## config.mk

```make
export PLATFORM = sky130hd
export DESIGN_NAME = dma_channel_count_index_irq
export DESIGN_NICKNAME = d
export VERILOG_FILES = /design/src/rtl/dma_pkg.sv /design/src/rtl/dma_channel_count_index_irq.sv
export SDC_FILE = /design/constraint.sdc
export NUM_CORES = 2
export LEC_CHECK = 0
export BUFFER_PORTS_ARGS = -buffer_cell sky130_fd_sc_hd__buf_2
export CELL_PAD_IN_SITES_DETAIL_PLACEMENT = 0
export CELL_PAD_IN_SITES_GLOBAL_PLACEMENT = 1
export CORE_ASPECT_RATIO = 1.2
export CORE_MARGIN = 4
export CORE_UTILIZATION = 45
export CTS_CLUSTER_DIAMETER = 60
export CTS_CLUSTER_SIZE = 14
export DETAILED_ROUTE_END_ITERATION = 10
export PLACE_DENSITY = 0.78
export SYNTH_ARGS = -nofsm -noshare
export SYNTH_HDL_FRONTEND = slang
export SYNTH_SLANG_ARGS = --single-unit
```

## constraint.sdc

```tcl
create_clock -name clock -period 7.1 [get_ports clock]
set_input_delay 0.355 -clock clock [delete_from_list [all_inputs] [get_ports clock]]
set_output_delay 0.355 -clock clock [all_outputs]
set_load 0.01 [all_outputs]
```

## src/rtl/dma_pkg.sv

```systemverilog
// shared constants and types of the six-channel dma block
package dma_pkg;
  // ==========================================
  // sizes
  localparam int NUM_CH = 6;
  localparam int ADDR_W = 16;
  // ==========================================
  // register map: global index when wbAdr[7:5] is zero
  localparam logic [2:0] CH_GLOBAL = 3'h0;
  localparam logic [2:0] G_ELEM_ADJ0 = 3'h0;
  localparam logic [2:0] G_ELEM_ADJ1 = 3'h1;
  localparam logic [2:0] G_FRM_ADJ0 = 3'h2;
  localparam logic [2:0] G_FRM_ADJ1 = 3'h3;
  localparam logic [2:0] G_CNT_RELOAD = 3'h4;
  localparam logic [2:0] G_FRM_RELOAD = 3'h5;
  localparam logic [2:0] G_PRIO_CTRL = 3'h6;
  // per channel field index, channel n sits at wbAdr[7:5] = n + 1
  localparam logic [2:0] F_SRC = 3'h0;
  localparam logic [2:0] F_DST = 3'h1;
  localparam logic [2:0] F_ELEM = 3'h2;
  localparam logic [2:0] F_SYNC_FRM = 3'h3;
  localparam logic [2:0] F_MODE = 3'h4;
  // ==========================================
  // channel mode control fields
  localparam int M_AUTO_REINIT_BIT = 0;
  localparam int M_IRQ_EN = 1;
  localparam int M_GRAN = 2;
  localparam int M_DWORD = 3;
  localparam int M_ABU = 4;
  localparam int M_SRC_SEL = 5;
  localparam int M_DST_SEL = 7;
  localparam int MODE_W = 9;
  // sync / frame control fields
  localparam int SF_FRM = 0;
  localparam int SF_SYNC = 12;
  // priority and enable control fields
  localparam int P_EN = 0;
  localparam int P_PRI = 8;
  localparam int P_LSEL = 14;
  // ==========================================
  // codes
  localparam logic [3:0] SYNC_NONE = 4'h0;
  localparam logic [3:0] SYNC_SER_FIRST = 4'h1;
  localparam logic [3:0] SYNC_SER_LAST = 4'h6;
  localparam logic [3:0] SYNC_TIMER = 4'hd;
  localparam logic [3:0] SYNC_EXT3 = 4'he;
  localparam logic [1:0] LSEL_SERIAL = 2'h0;
  localparam logic [1:0] LSEL_HALF = 2'h1;
  localparam logic [1:0] LSEL_ALL = 2'h2;
  localparam logic [1:0] STEP_SET0 = 2'h0;
  localparam logic [1:0] STEP_SET1 = 2'h1;
  localparam logic [1:0] STEP_HOLD = 2'h2;
  localparam logic [1:0] STEP_INC = 2'h3;
  // ==========================================
  // reset values and unit steps
  localparam logic [15:0] RST16 = 16'h0000;
  localparam logic [15:0] ONE16 = 16'h0001;
  localparam logic [7:0] ONE8 = 8'h01;
  // ==========================================
  // carriers
  typedef struct packed {
    logic line6;
    logic line7;
    logic line10;
    logic line11;
  } irq_lines_t;
  typedef struct packed {
    logic we;
    logic [ADDR_W-1:0] addr;
    logic [15:0] wdata;
  } mem_req_t;
endpackage

```

## src/rtl/dma_channel_count_index_irq.sv

```systemverilog
// six-channel dma transfer engine with counters, indexing and irq routing
// Functional notes
// - 8-bit frame count, zero means one frame
// - frame counter drops on last read of frame
// - block end with auto reinit reloads frame count
// - 16-bit element count, all ones is 65536
// - element counter drops after each element read
// - block end with auto reinit reloads element count
// - double word: two halves, one element
// - source and destination steps chosen independently
// - non-final transfers add selected element step
// - final transfer of frame adds frame step
// - irq enable low blocks every interrupt
// - auto buffer: full only, or half and full
// - multi frame, granularity one: each frame end
// - multi frame, granularity zero: block end only
// - 4-bit sync select chooses trigger event
// - each channel raises own irq, 0-3 shared
// - reset line select routes serial irqs only
// - select codes route channels onto shared lines
// - equal priority channels served round robin
module dma_channel_count_index_irq #(
  parameter int NCH = dma_pkg::NUM_CH
) (
  // clock and reset
  input wire logic clock,
  input wire logic rst_b,
  // wishbone register slave
  input wire logic wbCyc,
  input wire logic wbStb,
  input wire logic wbWe,
  input wire logic [7:0] wbAdr,
  input wire logic [3:0] wbSel,
  input wire logic [31:0] wbDatI,
  output logic [31:0] wbDatO,
  output logic wbAck,
  // memory master
  output logic memReq,
  output dma_pkg::mem_req_t memCmd,
  input wire logic memAck,
  input wire logic [15:0] memRData,
  // sync events: serial codes 1..6, timer, external pin
  input wire logic [5:0] serialEvt,
  input wire logic timerEvt,
  input wire logic extIrq3Pin,
  // interrupts: serial in {rx2,tx2,rx1,tx1}
  input wire logic [3:0] serialIrq,
  output dma_pkg::irq_lines_t irqLines,
  output logic [5:0] chanIrq
);
  // ==========================================
  // state
  typedef enum logic [1:0] {ST_IDLE, ST_RD, ST_WR} eng_state_t;
  eng_state_t state_reg;
  logic [15:0] srcAddr_reg [NCH];
  logic [15:0] dstAddr_reg [NCH];
  logic [15:0] elementCount_reg [NCH];
  logic [15:0] elemInit_reg [NCH];
  logic [15:0] syncFrame_reg [NCH];
  logic [dma_pkg::MODE_W-1:0] mode_reg [NCH];
  logic [15:0] elemAdj0_reg, elemAdj1_reg, frmAdj0_reg, frmAdj1_reg;
  logic [15:0] globalCountReload_reg, globalFrameReload_reg, prio_reg;
  logic [5:0] pend_reg;
  logic [2:0] cur_reg, rrPtr_reg;
  logic half_reg, eLast_reg, fLast_reg, halfHit_reg;
  logic [15:0] rdData_reg;
  logic wbAck_reg;
  logic [31:0] wbDatO_reg;
  logic memReq_reg;
  dma_pkg::mem_req_t memCmd_reg;
  logic [5:0] chanIrq_reg;
  logic ext3Meta_reg, ext3Sync_reg, ext3Old_reg;

  // ==========================================
  // helpers
  function automatic logic [15:0] wmerge(input logic [15:0] old,
                                         input logic [31:0] d,
                                         input logic [3:0] s);
    logic [15:0] r;
    r = old;
    if (s[0]) r[7:0] = d[7:0];
    if (s[1]) r[15:8] = d[15:8];
    return r;
  endfunction

  function automatic logic [2:0] pickRr(input logic [5:0] r, input logic [2:0] p);
    int k;
    logic [2:0] res;
    res = p;
    for (int i = NCH; i >= 1; i--) begin
      k = (int'(p) + i) % NCH;
      if (r[k]) res = 3'(k);
    end
    return res;
  endfunction

  function automatic logic [15:0] stepOf(input logic [1:0] sel, input logic last);
    logic [15:0] r;
    r = dma_pkg::RST16;
    case (sel)
      dma_pkg::STEP_SET0: r = last ? frmAdj0_reg : elemAdj0_reg;
      dma_pkg::STEP_SET1: r = last ? frmAdj1_reg : elemAdj1_reg;
      dma_pkg::STEP_HOLD: r = dma_pkg::RST16;
      dma_pkg::STEP_INC: r = dma_pkg::ONE16;
      default: r = dma_pkg::RST16;
    endcase
    return r;
  endfunction

  // ==========================================
  // wishbone decode
  logic wbHit, wbWr, isCh;
  logic [2:0] chSel, wch, fld;
  assign wbHit = wbCyc & wbStb & ~wbAck_reg;
  assign wbWr = wbHit & wbWe;
  assign chSel = wbAdr[7:5];
  assign fld = wbAdr[4:2];
  assign isCh = (chSel != dma_pkg::CH_GLOBAL) && (int'(chSel) <= NCH);
  assign wch = 3'(chSel - 3'h1);

  function automatic logic chWr(input logic [2:0] f);
    return wbWr & isCh & (fld == f);
  endfunction

  function automatic logic gWr(input logic [2:0] f);
    return wbWr & (chSel == dma_pkg::CH_GLOBAL) & (fld == f);
  endfunction

  // ==========================================
  // engine view of the current channel
  logic [dma_pkg::MODE_W-1:0] curMode;
  logic dword, finalHalf, isFinal, lastFrame, rdDone, wrDone, autoRe;
  logic [15:0] curElem;
  logic [5:0] chEn, reqV, hiV;
  logic [2:0] pick;
  logic start;
  assign curMode = mode_reg[cur_reg];
  assign curElem = elementCount_reg[cur_reg];
  assign dword = curMode[dma_pkg::M_DWORD];
  assign finalHalf = ~dword | half_reg;
  assign isFinal = (curElem == dma_pkg::RST16) & finalHalf;
  assign lastFrame = syncFrame_reg[cur_reg][dma_pkg::SF_FRM +: 8] == 8'h00;
  assign rdDone = (state_reg == ST_RD) & memReq_reg & memAck;
  assign wrDone = (state_reg == ST_WR) & memReq_reg & memAck;
  assign autoRe = curMode[dma_pkg::M_AUTO_REINIT_BIT] | curMode[dma_pkg::M_ABU];
  assign chEn = prio_reg[dma_pkg::P_EN +: 6];

  always_comb begin
    for (int c = 0; c < 6; c++) begin
      reqV[c] = 1'b0;
      if (c < NCH) begin
        reqV[c] = chEn[c] &
          ((syncFrame_reg[c][dma_pkg::SF_SYNC +: 4] == dma_pkg::SYNC_NONE) | pend_reg[c]);
      end
    end
  end
  assign hiV = reqV & prio_reg[dma_pkg::P_PRI +: 6];
  assign pick = pickRr((|hiV) ? hiV : reqV, rrPtr_reg);
  assign start = (state_reg == ST_IDLE) & (|reqV);

  // ==========================================
  // sync events
  logic ext3Rise;
  logic [15:0] evtVec;
  always_ff @(posedge clock or negedge rst_b) begin
    if (!rst_b) begin
      ext3Meta_reg <= 1'b0;
      ext3Sync_reg <= 1'b0;
      ext3Old_reg <= 1'b0;
    end else begin
      ext3Meta_reg <= extIrq3Pin;
      ext3Sync_reg <= ext3Meta_reg;
      ext3Old_reg <= ext3Sync_reg;
    end
  end
  assign ext3Rise = ext3Sync_reg & ~ext3Old_reg;

  always_comb begin
    evtVec = dma_pkg::RST16;
    evtVec[dma_pkg::SYNC_SER_FIRST +: 6] = serialEvt;
    evtVec[dma_pkg::SYNC_TIMER] = timerEvt;
    evtVec[dma_pkg::SYNC_EXT3] = ext3Rise;
  end

  // pending event per channel, a new event beats the start clear
  always_ff @(posedge clock or negedge rst_b) begin
    if (!rst_b) begin
      pend_reg <= '0;
    end else begin
      for (int c = 0; c < NCH; c++) begin
        if (start && pick == 3'(c)) pend_reg[c] <= 1'b0;
        if (evtVec[syncFrame_reg[c][dma_pkg::SF_SYNC +: 4]]) pend_reg[c] <= 1'b1;
      end
    end
  end

  // ==========================================
  // engine sequencing and memory master
  always_ff @(posedge clock or negedge rst_b) begin
    if (!rst_b) begin
      state_reg <= ST_IDLE;
      cur_reg <= 3'h0;
      rrPtr_reg <= 3'h0;
      half_reg <= 1'b0;
      memReq_reg <= 1'b0;
      memCmd_reg <= '0;
      rdData_reg <= dma_pkg::RST16;
    end else begin
      case (state_reg)
        ST_IDLE: begin
          if (start) begin
            cur_reg <= pick;
            rrPtr_reg <= pick;
            half_reg <= 1'b0;
            state_reg <= ST_RD;
          end
        end
        ST_RD: begin
          if (!memReq_reg) begin
            memReq_reg <= 1'b1;
            memCmd_reg <= '{we: 1'b0, addr: srcAddr_reg[cur_reg], wdata: dma_pkg::RST16};
          end else if (memAck) begin
            memReq_reg <= 1'b0;
            rdData_reg <= memRData;
            state_reg <= ST_WR;
          end
        end
        ST_WR: begin
          if (!memReq_reg) begin
            memReq_reg <= 1'b1;
            memCmd_reg <= '{we: 1'b1, addr: dstAddr_reg[cur_reg], wdata: rdData_reg};
          end else if (memAck) begin
            memReq_reg <= 1'b0;
            if (dword && !half_reg) begin
              half_reg <= 1'b1;
              state_reg <= ST_RD;
            end else begin
              state_reg <= ST_IDLE;
            end
          end
        end
        default: state_reg <= ST_IDLE;
      endcase
    end
  end

  // flags of the read half, used by the write half
  always_ff @(posedge clock or negedge rst_b) begin
    if (!rst_b) begin
      eLast_reg <= 1'b0;
      fLast_reg <= 1'b0;
      halfHit_reg <= 1'b0;
    end else if (rdDone) begin
      eLast_reg <= isFinal;
      fLast_reg <= lastFrame;
      halfHit_reg <= finalHalf & (curElem == (elemInit_reg[cur_reg] >> 1));
    end
  end

  // ==========================================
  // addresses, bus writes land after engine updates
  always_ff @(posedge clock or negedge rst_b) begin
    if (!rst_b) begin
      for (int c = 0; c < NCH; c++) srcAddr_reg[c] <= dma_pkg::RST16;
    end else begin
      if (rdDone) srcAddr_reg[cur_reg] <= 16'(srcAddr_reg[cur_reg] +
        stepOf(curMode[dma_pkg::M_SRC_SEL +: 2], isFinal));
      if (chWr(dma_pkg::F_SRC)) srcAddr_reg[wch] <= wmerge(srcAddr_reg[wch], wbDatI, wbSel);
    end
  end

  always_ff @(posedge clock or negedge rst_b) begin
    if (!rst_b) begin
      for (int c = 0; c < NCH; c++) dstAddr_reg[c] <= dma_pkg::RST16;
    end else begin
      if (wrDone) dstAddr_reg[cur_reg] <= 16'(dstAddr_reg[cur_reg] +
        stepOf(curMode[dma_pkg::M_DST_SEL +: 2], eLast_reg));
      if (chWr(dma_pkg::F_DST)) dstAddr_reg[wch] <= wmerge(dstAddr_reg[wch], wbDatI, wbSel);
    end
  end

  // ==========================================
  // element and frame counters
  always_ff @(posedge clock or negedge rst_b) begin
    if (!rst_b) begin
      for (int c = 0; c < NCH; c++) begin
        elementCount_reg[c] <= dma_pkg::RST16;
        elemInit_reg[c] <= dma_pkg::RST16;
      end
    end else begin
      if (rdDone && finalHalf) begin
        if (!isFinal) begin
          elementCount_reg[cur_reg] <= 16'(curElem - dma_pkg::ONE16);
        end else if (!lastFrame) begin
          elementCount_reg[cur_reg] <= elemInit_reg[cur_reg];
        end else if (autoRe) begin
          elementCount_reg[cur_reg] <= globalCountReload_reg;
          elemInit_reg[cur_reg] <= globalCountReload_reg;
        end
      end
      if (chWr(dma_pkg::F_ELEM)) begin
        elementCount_reg[wch] <= wmerge(elementCount_reg[wch], wbDatI, wbSel);
        elemInit_reg[wch] <= wmerge(elementCount_reg[wch], wbDatI, wbSel);
      end
    end
  end

  always_ff @(posedge clock or negedge rst_b) begin
    if (!rst_b) begin
      for (int c = 0; c < NCH; c++) syncFrame_reg[c] <= dma_pkg::RST16;
    end else begin
      if (rdDone && isFinal) begin
        if (!lastFrame) begin
          syncFrame_reg[cur_reg][dma_pkg::SF_FRM +: 8] <=
            8'(syncFrame_reg[cur_reg][dma_pkg::SF_FRM +: 8] - dma_pkg::ONE8);
        end else if (autoRe) begin
          syncFrame_reg[cur_reg][dma_pkg::SF_FRM +: 8] <=
            globalFrameReload_reg[7:0];
        end
      end
      if (chWr(dma_pkg::F_SYNC_FRM)) syncFrame_reg[wch] <= wmerge(syncFrame_reg[wch], wbDatI, wbSel);
    end
  end

  // ==========================================
  // mode and global registers
  always_ff @(posedge clock or negedge rst_b) begin
    if (!rst_b) begin
      for (int c = 0; c < NCH; c++) mode_reg[c] <= '0;
    end else if (chWr(dma_pkg::F_MODE)) begin
      mode_reg[wch] <= dma_pkg::MODE_W'(wmerge(16'(mode_reg[wch]), wbDatI, wbSel));
    end
  end

  always_ff @(posedge clock or negedge rst_b) begin
    if (!rst_b) begin
      elemAdj0_reg <= dma_pkg::RST16;
      elemAdj1_reg <= dma_pkg::RST16;
      frmAdj0_reg <= dma_pkg::RST16;
      frmAdj1_reg <= dma_pkg::RST16;
      globalCountReload_reg <= dma_pkg::RST16;
      globalFrameReload_reg <= dma_pkg::RST16;
    end else begin
      if (gWr(dma_pkg::G_ELEM_ADJ0)) elemAdj0_reg <= wmerge(elemAdj0_reg, wbDatI, wbSel);
      if (gWr(dma_pkg::G_ELEM_ADJ1)) elemAdj1_reg <= wmerge(elemAdj1_reg, wbDatI, wbSel);
      if (gWr(dma_pkg::G_FRM_ADJ0)) frmAdj0_reg <= wmerge(frmAdj0_reg, wbDatI, wbSel);
      if (gWr(dma_pkg::G_FRM_ADJ1)) frmAdj1_reg <= wmerge(frmAdj1_reg, wbDatI, wbSel);
      if (gWr(dma_pkg::G_CNT_RELOAD)) begin
        globalCountReload_reg <= wmerge(globalCountReload_reg, wbDatI, wbSel);
      end
      if (gWr(dma_pkg::G_FRM_RELOAD)) begin
        globalFrameReload_reg <= wmerge(globalFrameReload_reg, wbDatI, wbSel);
      end
    end
  end

  // enable cleared at block end without reinit; a bus write lands after it
  always_ff @(posedge clock or negedge rst_b) begin
    if (!rst_b) begin
      prio_reg <= dma_pkg::RST16;
    end else begin
      if (wrDone && finalHalf && eLast_reg && fLast_reg && !autoRe) begin
        prio_reg[dma_pkg::P_EN + int'(cur_reg)] <= 1'b0;
      end
      if (gWr(dma_pkg::G_PRIO_CTRL)) prio_reg <= wmerge(prio_reg, wbDatI, wbSel);
    end
  end

  // ==========================================
  // channel interrupts
  logic irqWant;
  always_comb begin
    irqWant = 1'b0;
    if (curMode[dma_pkg::M_ABU]) begin
      irqWant = (eLast_reg & fLast_reg) | (curMode[dma_pkg::M_GRAN] & halfHit_reg);
    end else if (curMode[dma_pkg::M_GRAN]) begin
      irqWant = eLast_reg;
    end else begin
      irqWant = eLast_reg & fLast_reg;
    end
  end

  always_ff @(posedge clock or negedge rst_b) begin
    if (!rst_b) begin
      chanIrq_reg <= '0;
    end else begin
      chanIrq_reg <= '0;
      if (wrDone && finalHalf && curMode[dma_pkg::M_IRQ_EN] && irqWant) begin
        chanIrq_reg[cur_reg] <= 1'b1;
      end
    end
  end
  assign chanIrq = chanIrq_reg;

  // shared lines
  always_comb begin
    irqLines = '{line6: serialIrq[3], line7: serialIrq[2],
                 line10: serialIrq[1], line11: serialIrq[0]};
    case (prio_reg[dma_pkg::P_LSEL +: 2])
      dma_pkg::LSEL_HALF: begin
        irqLines.line10 = chanIrq_reg[2];
        irqLines.line11 = chanIrq_reg[3];
      end
      dma_pkg::LSEL_ALL: begin
        irqLines = '{line6: chanIrq_reg[0], line7: chanIrq_reg[1],
                     line10: chanIrq_reg[2], line11: chanIrq_reg[3]};
      end
      default: begin
      end
    endcase
  end

  // ==========================================
  // wishbone read and ack
  logic [15:0] rdVal;
  always_comb begin
    rdVal = dma_pkg::RST16;
    if (isCh) begin
      case (fld)
        dma_pkg::F_SRC: rdVal = srcAddr_reg[wch];
        dma_pkg::F_DST: rdVal = dstAddr_reg[wch];
        dma_pkg::F_ELEM: rdVal = elementCount_reg[wch];
        dma_pkg::F_SYNC_FRM: rdVal = syncFrame_reg[wch];
        dma_pkg::F_MODE: rdVal = 16'(mode_reg[wch]);
        default: rdVal = dma_pkg::RST16;
      endcase
    end else if (chSel == dma_pkg::CH_GLOBAL) begin
      case (fld)
        dma_pkg::G_ELEM_ADJ0: rdVal = elemAdj0_reg;
        dma_pkg::G_ELEM_ADJ1: rdVal = elemAdj1_reg;
        dma_pkg::G_FRM_ADJ0: rdVal = frmAdj0_reg;
        dma_pkg::G_FRM_ADJ1: rdVal = frmAdj1_reg;
        dma_pkg::G_CNT_RELOAD: rdVal = globalCountReload_reg;
        dma_pkg::G_FRM_RELOAD: rdVal = globalFrameReload_reg;
        dma_pkg::G_PRIO_CTRL: rdVal = prio_reg;
        default: rdVal = dma_pkg::RST16;
      endcase
    end
  end

  always_ff @(posedge clock or negedge rst_b) begin
    if (!rst_b) begin
      wbAck_reg <= 1'b0;
      wbDatO_reg <= '0;
    end else begin
      wbAck_reg <= wbHit;
      if (wbHit && !wbWe) wbDatO_reg <= {16'h0000, rdVal};
    end
  end
  assign wbAck = wbAck_reg;
  assign wbDatO = wbDatO_reg;
  assign memReq = memReq_reg;
  assign memCmd = memCmd_reg;
endmodule

```

==> run summary <==
Ys Warns: 0
Final setup viols: 0
Nets: 4735
via count: 40200
die area: 103000 µm²
Die Span X: 294 µm
DRT antenna net count: 0
Core Footprint: 97100 µm²
CP arrival: 7.38 ns
outcome: complete, no violations
io pins: 155
hpwl dp: 120 mm
clock tree buffer depth: 3
DRC Markers: 0
DRT iter0 DRCs: 5122
Rows: 125
pre-CTS setup slack: 0.111 ns
WS Path Type: register to register
die extent in y: 351 µm
clock buffer count from CTS: 75
Leak: 20.8 nW
post-synthesis sequential area ratio: 41.8%
CP endpoint kind: register
cell mode on critical path: a21oi_1
multi-input logic area: 24000 µm²
GRT overflow: 0
Avg Cell Area, Syn: 9.59 µm²
Layout area overhead: 10.3%
vias per cell: 6.78
H-tree lvl count: 3
wire per inst: 30.6 µm
number of synthesized flops with an enable pin: 0
Internal Power: 9.00 mW
first-pass GRT wire length: 263 mm
Hold Path Depth: 2
path type of the worst min-delay path: input port to register
Worst-path clk slew: 0.07 ns
CTS Root Cell: clkbuf_16
Clock Latency Late Sink: 0.68 ns
unrepaired setup endpoints after global routing: false
CTS tree: done
sequential share of power: 34.8%
setup slack after layout: 0.328 ns
Max FO, Critical Path: 14
CP max stage cell: dfrtp_4
Reg area: 18500 µm²
PortBufs: 118
vias in the first global route: 38600
Worst Path Required: 7.71 ns
switch share: 41.6%
Max Cap Viol: 0
Post-Route WL: 181 mm
GRT Total Usage: 34.4%
share of cells above drive strength 1: 16.2%
R2R Setup Slk: 0.33 ns
Final min period: 6.77 ns
setup TNS: 0 ns
Comb pwr share: 38.8%
synthesis-stage register bit count: 737
Synth Cell Area: 44100 µm²
final slew viol count: 0
startpoint types: register
cell count after synthesis: 4601
gpl congestion: 1.00
antenna violations before repair: 13
Fin Clk Skew: 0.0381 ns
Initial Utilization: 45.4%
Num Clock Sinks: 737
P_sw: 6.42 mW
peak supply drop: 0.000202 V
Main synth FF type: dfrtp_1
f_max: 0.148 GHz
final-layout fill cell count: 9087
part of the cycle the worst path needs: 95.4%
Final Hold Viols: 0
Cell variety after synth: 76
crit path cell chain: mux4_2, a22oi_1, ha_1, o2111ai_1, nor4bb_4, buf_4, mux2_2, o21a_1, ha_1, fa_1, a21o_1, a21oi_1, o21bai_1, a21oi_1, o21bai_1, a211o_1, a2111oi_2, o31ai_1, a21oi_1, xnor2_1, a31o_2
power share of the clock group: 26.4%
pin count of the biggest net entering global routing: 151
most common cell after layout, fill and taps aside: dfrtp_1
Worst path max stage delay: 0.67 ns
PwrDens: 317 nW/µm²
Slew HR: 15.3%
R2R depth: 21
commonest cells after routing, fill and taps aside: dfrtp_1 (735), nand2_1 (463), o21ai_0 (438)
async set or reset register ratio after synthesis: 100%
Pre-antenna DRT Iters: 6
slew of the pin with the lowest slew margin: 1.26 ns
Yosys cell counts, drive strengths merged, types with 57 or more instances:
| library cell | n | area [µm²] |
|---|---|---|
| dfrtp | 737 | 18400 |
| nand2 | 467 | 1750 |
| o21ai | 463 | 2320 |
| nor2 | 394 | 1580 |
| a21oi | 332 | 1660 |
| a22oi | 250 | 1880 |
| clkbuf | 250 | 938 |
| mux2i | 233 | 2330 |
| mux2 | 209 | 2350 |
| a211oi | 121 | 908 |
| mux4 | 115 | 2590 |
| buf | 113 | 693 |
| nand3 | 108 | 541 |
| o221ai | 101 | 885 |
| o22ai | 67 | 419 |
| inv | 57 | 214 |
area by class of cell:
cell class	instances	share of cell area [%]
multi-input combinational	3458	49.4
sequential	737	37.9
clock buffer	83	4.02
timing repair buffer	275	3.99
tap	1270	3.26
clock inverter	38	0.933
inverter	58	0.450
antenna	7	0.0360
power groups by stage:
stage,Combinational (mW),Sequential [mW],Clock (mW)
after CTS,5.79,5.35,4.11
final,5.98,5.37,4.08
after detailed placement,5.77,5.42,0
after global placement,5.72,5.41,0
after floorplan,3.77,5.23,0
after global routing,6.34,5.42,4.28
cells by family after synthesis:
logic type | count (synthesis) | synth area share (%)
compound gates | 1597 | 23.1
mux | 557 | 16.5
simple gates | 1165 | 11.5
fa+ha+maj | 52 | 1.51
other cells | 1 | 0.00850
buf+inv | 421 | 4.19
xor+xnor | 71 | 1.41
flops | 737 | 41.8
routing by layer:
metal | share of wire (%) | GRT usage (%)
met1 | 37 | 42.7
met2 | 43 | 51.3
met3 | 11 | 9.04
met4 | 9.0 | 26.2
met5 | 0.030 | 0
worst max-delay path: cells and delay by family (launching register included):
kind,cells,cell delay (ns)
simple gates,1,0.53
flops,1,0.67
mux,2,0.90
fa+ha+maj,3,0.93
compound gates,13,3.15
xor+xnor,1,0.30
buf+inv,1,0.23
final timing paths:
| check | startpoint | endpoint |
|---|---|---|
| setup / recovery | rrPtr_reg[0] | srcAddr_reg[78] |
| hold / removal | wbDatI[14] | prio_reg[14] |
| setup reg to reg | rrPtr_reg[0] | srcAddr_reg[78] |
| hold reg to reg | ext3Meta_reg | ext3Sync_reg |
| max in group asynchronous | rst_b | frmAdj1_reg[10] |
| min in group asynchronous | rst_b | dstAddr_reg[40] |
stage by stage:
step	cells	util (%)	power, mW	instance area, µm²	hold WS, ns
final	5926	50.1	15.4	48700	0.0580
after global routing	5919	50.1	16.0	48700	0.0515
after CTS	5918	50.1	15.2	48600	0.0314
after detailed placement	5779	47.4	11.2	46000	0.339
after global placement	5779	47.4	11.1	46000	0.333
after floorplan	4616	-	9.00	44200	0.0594
what timing repair did:
item                                    in CTS  in global routing
resized for setup                            0                  3
endpoints found under the setup margin       0                 23
hold buffers                                18                  0
buffers inserted                             0                  1
hold endpoints to repair                    97                  0
Power figures use the tool's default switching activity.
